--- config.mk ---
export PLATFORM = sky130hd
export DESIGN_NAME = eeprom_spi_front
export DESIGN_NICKNAME = d
export VERILOG_FILES = /design/src/hw/eeprom_spi_front.v
export VERILOG_INCLUDE_DIRS = /design/src /design/src/hw
export SDC_FILE = /design/constraint.sdc
export NUM_CORES = 1
export LEC_CHECK = 0
export BUFFER_PORTS_ARGS = -buffer_cell sky130_fd_sc_hd__buf_4
export CAP_MARGIN = 15
export CORE_UTILIZATION = 45
export CTS_CLUSTER_SIZE = 12
export DETAILED_ROUTE_END_ITERATION = 16
export PLACE_DENSITY = 0.65
export SYNTH_ARGS = -nofsm -noshare
export SYNTH_HDL_FRONTEND = slang
export SYNTH_SLANG_ARGS = --single-unit
--- constraint.sdc ---
create_clock -name mclk_i -period 6.6 [get_ports mclk_i]
set_input_delay 0.33 -clock mclk_i [delete_from_list [all_inputs] [get_ports mclk_i]]
set_output_delay 0.33 -clock mclk_i [all_outputs]
set_load 0.02 [all_outputs]
--- src/hw/eeprom_spi_map.vh ---
// Constants for the serial EEPROM command front end
`ifndef EEPROM_SPI_MAP_VH
`define EEPROM_SPI_MAP_VH

// ---------------------------------------------------------------
// Opcode layout: upper nibble zero, bit 3 don't care
// ---------------------------------------------------------------
`define OPC_HI_NIB 4'h0
`define OPC_SET_WL 3'h6
`define OPC_CLR_WL 3'h4
`define OPC_RD_STAT 3'h5
`define OPC_WR_STAT 3'h1
`define OPC_RD_MEM 3'h3
`define OPC_WR_MEM 3'h2

// ---------------------------------------------------------------
// Status register field positions
// ---------------------------------------------------------------
`define SR_GPE_BIT 7
`define SR_BPHI_BIT 3
`define SR_BPLO_BIT 2
`define SR_WEL_BIT 1
`define SR_BUSY_BIT 0
`define SR_GPE_RST 1'b0
`define SR_BP_RST 2'h0

// ---------------------------------------------------------------
// Timing
// ---------------------------------------------------------------
`define CLK_FREQ_MHZ 10
`define WC_TIME_US 5000
`define WC_CYCLES (`WC_TIME_US * `CLK_FREQ_MHZ)

`endif

--- src/hw/eeprom_spi_front.v ---
// Slave serial front end of an SPI EEPROM, sampled on mclk_i
`timescale 1ns/1ps
`include "eeprom_spi_map.vh"

// Notes on behaviour
// - Sample on rising, shift out on falling
// - Deselected: ignore input, output high-z
// - Select starts transfer; MSb first everywhere
// - Read data starts first fall after opcode (status) or after address (memory)
// - First byte loads 8-bit instruction register
// - Decode set and clear write latch
// - Decode read and write status
// - Decode memory read and memory write
// - Bad opcode: ignore until next select
// - Pause entered only during clock low
// - Pause held while pin and select active
// - Paused: output high-z, clock and input ignored
// - Pause never stops a running write cycle
// - Deselect while paused aborts, clears latch
// - Guard pin low plus enable blocks status writes
// - Guard pin fall cancels pending status write
// - Enable bit zero: guard pin ignored
// - Status bits: enable, protect, latch, busy
// - Set latch at deselect; required before writes
// - Clear latch regardless of guard pin
// - Status write loads bits 7, 3, 2 only; also clears latch, sets busy
module eeprom_spi_front #(
  parameter [16:0] WC_CYCLES = `WC_CYCLES
) (
  // Clock and reset
  input wire mclk_i,
  input wire rst_i,
  // Serial pins
  input wire cs_n_i,
  input wire sck_i,
  input wire si_i,
  input wire hold_n_i,
  input wire wp_n_i,
  output reg so_o,
  output reg so_oe_n_o,
  // Memory array side
  input wire [7:0] mem_rdata_i,
  output reg [15:0] mem_addr_o,
  output reg [7:0] mem_wdata_o,
  output reg mem_wr_o,
  output reg mem_rd_o,
  output reg mem_commit_o,
  // Status
  output reg [7:0] status_o
);

  localparam [2:0] ST_OPC = 3'h0;
  localparam [2:0] ST_ADDR = 3'h1;
  localparam [2:0] ST_WDATA = 3'h2;
  localparam [2:0] ST_RDATA = 3'h3;
  localparam [2:0] ST_SDATA = 3'h4;
  localparam [2:0] ST_IGNORE = 3'h5;

  // ---------------------------------------------------------------
  // Pin synchronisers
  // ---------------------------------------------------------------
  reg [4:0] pin_a_ff;
  reg [4:0] pin_b_ff;
  reg sck_d_ff;
  reg cs_d_ff;
  reg wp_d_ff;
  wire cs_act = ~pin_b_ff[0];
  wire sck_s = pin_b_ff[1];
  wire si_s = pin_b_ff[2];
  wire hold_s = ~pin_b_ff[3];
  wire wp_lo = ~pin_b_ff[4];
  wire sck_rise = sck_s & ~sck_d_ff;
  wire sck_fall = ~sck_s & sck_d_ff;
  wire cs_fall = cs_act & ~cs_d_ff;
  wire cs_rise = ~cs_act & cs_d_ff;
  wire wp_fall = wp_lo & ~wp_d_ff;

  always @(posedge mclk_i) begin
    if (rst_i) begin
      pin_a_ff <= 5'h19;
      pin_b_ff <= 5'h19;
      sck_d_ff <= 1'b0;
      cs_d_ff <= 1'b0;
      wp_d_ff <= 1'b0;
    end else begin
      pin_a_ff <= {wp_n_i, hold_n_i, si_i, sck_i, cs_n_i};
      pin_b_ff <= pin_a_ff;
      sck_d_ff <= sck_s;
      cs_d_ff <= cs_act;
      wp_d_ff <= wp_lo;
    end
  end

  // ---------------------------------------------------------------
  // Pause control
  // ---------------------------------------------------------------
  reg paused_ff;
  always @(posedge mclk_i) begin
    if (rst_i) begin
      paused_ff <= 1'b0;
    end else if (!cs_act) begin
      paused_ff <= 1'b0;
    end else if (!sck_s) begin
      paused_ff <= hold_s;
    end
  end

  wire live = cs_act & ~paused_ff;
  wire rise_ok = live & sck_rise;
  wire fall_ok = live & sck_fall;

  // ---------------------------------------------------------------
  // Status bits and write cycle timer
  // ---------------------------------------------------------------
  reg gpe_ff;
  reg [1:0] bp_ff;
  reg wel_ff;
  reg busy_ff;
  reg [16:0] wc_cnt_ff;
  // status bit layout
  // Reserved bits read as ones during a write cycle
  wire [7:0] sr_val = {gpe_ff, {3{busy_ff}}, bp_ff, wel_ff, busy_ff};

  // ---------------------------------------------------------------
  // Serial engine
  // ---------------------------------------------------------------
  reg [2:0] state_ff;
  reg [2:0] bit_cnt_ff;
  reg [7:0] in_sh_ff;
  reg [7:0] out_sh_ff;
  reg [7:0] instr_ff;
  reg addr_hi_ff;
  reg is_read_ff;
  reg load_mem_ff;
  reg set_pend_ff;
  reg clr_pend_ff;
  reg sr_got_ff;
  reg sr_cancel_ff;
  reg [7:0] sr_new_ff;
  reg mem_got_ff;
  wire [7:0] byte_in = {in_sh_ff[6:0], si_s};
  wire byte_done = rise_ok & (bit_cnt_ff == 3'h7);
  wire opc_ok = (byte_in[7:4] == `OPC_HI_NIB);
  wire [2:0] opc = byte_in[2:0];
  // Status commit allowed only with latch set and pin guard clear
  // low guard pin blocks only while the enable bit is set
  wire sr_blocked = gpe_ff & wp_lo;
  wire sr_commit = sr_got_ff & ~sr_cancel_ff & ~sr_blocked & wel_ff;
  wire mem_commit = mem_got_ff & wel_ff;

  always @(posedge mclk_i) begin
    if (rst_i) begin
      state_ff <= ST_IGNORE;
      bit_cnt_ff <= 3'h0;
      in_sh_ff <= 8'h00;
      out_sh_ff <= 8'h00;
      instr_ff <= 8'h00;
      addr_hi_ff <= 1'b1;
      is_read_ff <= 1'b0;
      load_mem_ff <= 1'b0;
      set_pend_ff <= 1'b0;
      clr_pend_ff <= 1'b0;
      sr_got_ff <= 1'b0;
      sr_cancel_ff <= 1'b0;
      sr_new_ff <= 8'h00;
      mem_got_ff <= 1'b0;
      mem_addr_o <= 16'h0000;
      mem_wdata_o <= 8'h00;
      mem_wr_o <= 1'b0;
      mem_rd_o <= 1'b0;
      mem_commit_o <= 1'b0;
      gpe_ff <= `SR_GPE_RST;
      bp_ff <= `SR_BP_RST;
      wel_ff <= 1'b0;
      busy_ff <= 1'b0;
      wc_cnt_ff <= 17'h00000;
      so_o <= 1'b0;
      so_oe_n_o <= 1'b1;
      status_o <= 8'h00;
    end else begin
      mem_wr_o <= 1'b0;
      mem_rd_o <= 1'b0;
      mem_commit_o <= 1'b0;
      load_mem_ff <= 1'b0;
      status_o <= sr_val;
      if (busy_ff) begin
        if (wc_cnt_ff == 17'h00001) begin
          busy_ff <= 1'b0;
        end
        wc_cnt_ff <= wc_cnt_ff - 17'h00001;
      end
      if (load_mem_ff) begin
        out_sh_ff <= mem_rdata_i;
      end
      // Step the address once the staged byte has gone out
      if (mem_wr_o) begin
        mem_addr_o <= mem_addr_o + 16'h0001;
      end
      if (cs_fall) begin
        // each select restarts at the opcode
        state_ff <= ST_OPC;
        bit_cnt_ff <= 3'h0;
        addr_hi_ff <= 1'b1;
        set_pend_ff <= 1'b0;
        clr_pend_ff <= 1'b0;
        sr_got_ff <= 1'b0;
        sr_cancel_ff <= 1'b0;
        mem_got_ff <= 1'b0;
      end else if (cs_rise) begin
        state_ff <= ST_IGNORE;
        if (paused_ff) begin
          wel_ff <= 1'b0;
        end else if (set_pend_ff) begin
          wel_ff <= 1'b1;
        end else if (clr_pend_ff) begin
          wel_ff <= 1'b0;
        end else if (sr_commit) begin
          // enable and protect bits load; latch clears, busy sets
          gpe_ff <= sr_new_ff[`SR_GPE_BIT];
          bp_ff <= {sr_new_ff[`SR_BPHI_BIT], sr_new_ff[`SR_BPLO_BIT]};
          wel_ff <= 1'b0;
          busy_ff <= 1'b1;
          wc_cnt_ff <= WC_CYCLES;
        end else if (mem_commit) begin
          mem_commit_o <= 1'b1;
          wel_ff <= 1'b0;
          busy_ff <= 1'b1;
          wc_cnt_ff <= WC_CYCLES;
        end
      end else if (rise_ok) begin
        // capture on rising edge, MSb first
        in_sh_ff <= byte_in;
        bit_cnt_ff <= bit_cnt_ff + 3'h1;
        if (byte_done) begin
          case (state_ff)
            ST_OPC: begin
              instr_ff <= byte_in;
              state_ff <= ST_IGNORE;
              if (opc_ok && byte_in[2:0] == `OPC_RD_STAT) begin
                // read status, data ready for next fall
                state_ff <= ST_RDATA;
                is_read_ff <= 1'b0;
                out_sh_ff <= sr_val;
              end else if (opc_ok && !busy_ff) begin
                if (opc == `OPC_SET_WL) begin
                  set_pend_ff <= 1'b1;
                end else if (opc == `OPC_CLR_WL) begin
                  clr_pend_ff <= 1'b1;
                // writes need the latch already set
                end else if (opc == `OPC_WR_STAT && wel_ff) begin
                  state_ff <= ST_SDATA;
                end else if (opc == `OPC_RD_MEM) begin
                  state_ff <= ST_ADDR;
                  is_read_ff <= 1'b1;
                end else if (opc == `OPC_WR_MEM && wel_ff) begin
                  state_ff <= ST_ADDR;
                  is_read_ff <= 1'b0;
                end
              end
            end
            ST_ADDR: begin
              addr_hi_ff <= 1'b0;
              if (addr_hi_ff) begin
                mem_addr_o[15:8] <= byte_in;
              end else begin
                mem_addr_o[7:0] <= byte_in;
                if (is_read_ff) begin
                  mem_rd_o <= 1'b1;
                  load_mem_ff <= 1'b1;
                  state_ff <= ST_RDATA;
                end else begin
                  state_ff <= ST_WDATA;
                end
              end
            end
            ST_WDATA: begin
              mem_wdata_o <= byte_in;
              mem_wr_o <= 1'b1;
              mem_got_ff <= 1'b1;
            end
            ST_SDATA: begin
              sr_new_ff <= byte_in;
              sr_got_ff <= 1'b1;
              state_ff <= ST_IGNORE;
            end
            ST_RDATA: begin
              // Reload the next byte before its first fall
              if (is_read_ff) begin
                mem_addr_o <= mem_addr_o + 16'h0001;
                mem_rd_o <= 1'b1;
                load_mem_ff <= 1'b1;
              end else begin
                out_sh_ff <= sr_val;
              end
            end
            default: begin
              state_ff <= ST_IGNORE;
            end
          endcase
        end
      end else if (fall_ok && state_ff == ST_RDATA) begin
        // shift out MSb first on falling edge
        so_o <= out_sh_ff[7];
        out_sh_ff <= {out_sh_ff[6:0], 1'b0};
      end
      // guard pin fall cancels pending status write
      // Placed last so a fall at selection still wins
      if (cs_act && wp_fall && gpe_ff) begin
        sr_cancel_ff <= 1'b1;
      end
      so_oe_n_o <= ~(live && state_ff == ST_RDATA && !cs_rise);
    end
  end

endmodule // eeprom_spi_front

==> reports/summary.txt <==
OUTCOME
----------------------------------------------------------------------------------
Status                                                                finished clean

GRT
----------------------------------------------------------------------------------
Global-route wire length before repair                                     20.9 mm
Via count of the first global-routing pass                                    4276
Global route total overflow                                                      0
Largest net degree at the start of global routing                               78
Overall routing resource usage                                               22.6%
Antenna violations before repair                                                 0

SYNTH
----------------------------------------------------------------------------------
Most numerous cell types in the synthesized netlist                   dfxtp_1, nor2_1, nand2_1
Synthesized area divided by synthesized cell count                       8.59 um^2
Instance count of the mapped netlist                                           604
Count of yosys warnings during synthesis                                         0
Area fraction of the dominant cell type after synthesis                      39.0%
Most area-hungry cell type in the Yosys netlist                            dfxtp_1
Post-synthesis sequential element count                                        101
Register area share after synthesis                                          39.0%
Post-synth top flop                                                        dfxtp_1
Most frequent cell after synthesis                                         dfxtp_1
Area of the mapped netlist                                               5190 um^2
Post-synthesis async set-or-reset flop share                                    0%
EDFF count, synth                                                                0
Netlist cell types                                                              72
Top cells by area in the synthesized netlist                          dfxtp_1, nor2_1, mux2i_1, xnor2_1, nand2_1
Net count of the mapped netlist                                                627

ROUTING
----------------------------------------------------------------------------------
Number of DRC markers after the initial detailed-route iteration               404
Mean number of vias per cell                                                  5.92
Number of vias after detailed routing                                         4570
Remaining design rule violation count                                            0
Routed length per instance                                                 16.9 um
Post-detailed-route count of antenna-violating nets                              0
Router iterations before antenna repair                                          5
Drt total wl                                                               13.1 mm

POWER AND IR DROP
----------------------------------------------------------------------------------
Static power due to leakage                                                2.20 nW
Cell-internal power                                                         888 uW
Share of total power in sequential cells                                     53.0%
Max IR drop VDD                                                             173 uV
Overall power of the completed layout                                      1.17 mW
Relative contribution of the clock network to total power                    43.6%
Fraction of power spent switching nets                                       24.0%
Net switching power of the design                                           280 uW
Relative contribution of combinational cells to total power                   3.3%
Cell area power density                                                200 nW/um^2

TIMING
----------------------------------------------------------------------------------
Actual transition at the worst max-transition pin                          1.05 ns
Worst slew margin                                                            29.4%
Pins Over Slew Limit                                                             0
Maximum frequency from static timing analysis                              351 MHz
Final worst setup slack                                                    3.75 ns
Hold Vio Cnt, Final                                                              0
Final worst path period need                                               2.85 ns
Tcrit/Tclk final                                                             43.1%
Final-report setup violation count                                               0
Setup repair after global routing missed its margin                             no
Setup Skew                                                              0.00898 ns
Post-route worst hold slack                                               0.156 ns
Sum of negative setup slack                                                   0 ns

FLOORPLANNING
----------------------------------------------------------------------------------
Vertical extent of the die                                                  109 um
DIE WIDTH                                                                   109 um
Number of placed I/O pins                                                       52
FP Rows                                                                         38
Core region area                                                        11000 um^2
DIE AREA                                                                12000 um^2
Effective utilization at floorplan                                           47.0%

PLACED DESIGN
----------------------------------------------------------------------------------
Global placement routability congestion                                      0.856
Worst slack at placement                                                   3.86 ns
Count of input and output buffers                                               51
HPWL after detailed placement                                              9.01 mm

FINISH
----------------------------------------------------------------------------------
Core Util, Final                                                             53.0%
Total inserted antenna cells                                                     0
Area overhead of the layout relative to synthesis                            12.8%
Total number of nets in the final design                                       651
Layout fillers                                                                1059
Share of final-layout standard cells stronger than drive strength 1          14.7%

SETUP PATH
----------------------------------------------------------------------------------
Crit Path Category                                                         reg2reg
Startpoint types                                                              flop
WP data arrival                                                            3.14 ns
Highest net fanout along the worst path                                         21
Gate family responsible for the most delay along the worst path       simple AND/OR/NAND/NOR gates
Slowest stage cell on the critical path                                    nor4b_4
Crit path buffers/inverters                                                      0
Worst path required time                                                   6.89 ns
Delay of the slowest cell on the worst path                                0.92 ns
Worst path cell trace                                                 nor4b_4, nand2_1, a21o_1, nor2_1, a221o_1
Kind of end point of the critical path                                        flop

CLOCKING
----------------------------------------------------------------------------------
Num CTS Buffers                                                                  9
Root Driver                                                              clkbuf_16
Number of hold buffers added after CTS                                           0
Skew-Pair Late Insertion Delay                                             0.35 ns
Setup Fix Bufs, Post-CTS                                                         0
Number of gates resized after CTS                                                0
Htree depth                                                                      3
Count of clock tree sinks                                                      101
Clk pin slew, worst setup/hold paths                                       0.07 ns
Clock tree buffer depth                                                          2
CTS tree                                                                       yes

FLOW RUN
----------------------------------------------------------------------------------
Number of maximum-capacitance constraint violations                              0

HOLD PATH
----------------------------------------------------------------------------------
Worst min path class                                                        in2reg

placed cells by master, fill, tap and decap left out, types with 4 or more instances in the layout:
master,instances
nor2_1,67
o31ai_1,4
a22oi_1,8
buf_4,51
xor2_1,12
dfxtp_1,101
o21ai_0,15
mux2_2,7
and4_1,4
inv_1,10
nand2_1,53
o211ai_1,4
clkbuf_16,9
nand2b_1,6
a221o_1,8
a21oi_1,35
nor2b_1,19
a21o_1,14
xnor2_1,23
and3_1,5
nand4_1,12
ha_1,8
a31oi_1,4
nor4_1,7
nor3_1,18
mux2i_1,22
nand3_1,29
or2_2,7
layer usage:
| metal | GRT usage [%] | up-vias | share of wire (%) |
|---|---|---|---|
| li1 | - | 2210 | - |
| met1 | 29.9 | 2177 | 46 |
| met2 | 36.2 | 162 | 47 |
| met3 | 5.10 | 21 | 5.3 |
| met4 | 7.52 | 0 | 1.8 |
| met5 | 0 | - | 0 |
power groups by stage:
stage	Combinational, mW	Clock, mW	Sequential (mW)
2_1_floorplan	0.0281	0	0.630
3_3_place_gp	0.0380	0	0.634
3_5_place_dp	0.0384	0	0.634
4_1_cts	0.0386	0.525	0.620
5_1_grt	0.0420	0.551	0.620
6_report	0.0389	0.510	0.620
cells by family after synthesis:
group / count (synthesis) / synth area share, %
buffers and inverters: 49 / 4.17
AND/OR/NAND/NOR: 262 / 27.2
flip-flops: 101 / 39.0
multiplexers: 29 / 5.77
adder cells (fa/ha/maj): 8 / 1.93
XOR/XNOR: 35 / 5.91
AO/OA/AOI/OAI: 120 / 16.0
final timing paths:
path | start | endpoint | slack, ns | cells after the start
setup / recovery | pin_b_ff[1] | out_sh_ff[1] | 3.75 | 5
hold / removal | hold_n_i | pin_a_ff[3] | 0.16 | 2
setup reg to reg | pin_b_ff[1] | out_sh_ff[1] | 3.75 | 5
hold reg to reg | pin_a_ff[3] | pin_b_ff[3] | 0.41 | 1
sequential cells by signal (all words and copies together), names as in the netlist, 2 cells and up:
register / cells
wc_cnt_ff: 17
mem_addr_o: 16
mem_wdata_o: 8
out_sh_ff: 8
in_sh_ff: 7
pin_a_ff: 5
pin_b_ff: 5
status_o: 5
bit_cnt_ff: 3
sr_new_ff: 3
state_ff: 3
bp_ff: 2
layout make-up:
class / count / area (um^2) / area share (%)
multi-input cells: 454 / 2950 / 50.4
flip-flops and latches: 101 / 2020 / 34.6
repair buffers: 51 / 383 / 6.55
clock buffers: 9 / 225 / 3.85
well taps: 140 / 175 / 3.00
clock inverters: 6 / 53.8 / 0.920
inverters: 11 / 41.3 / 0.706
worst reg2reg max path, delay by kind of cell (launching register included):
family           cells  cell delay, ns
AND/OR/NAND/NOR      3            1.72
AO/OA/AOI/OAI        2            0.55
flip-flops           1            0.52
per-stage QoR:
step                      cell area [um^2]  std cells
after floorplan                       5190        604
after global placement                5570        757
after detailed placement              5570        757
after CTS                             5850        772
after global routing                  5850        772
final                                 5850        772
Note: power is estimated with default switching activity, not from simulation.
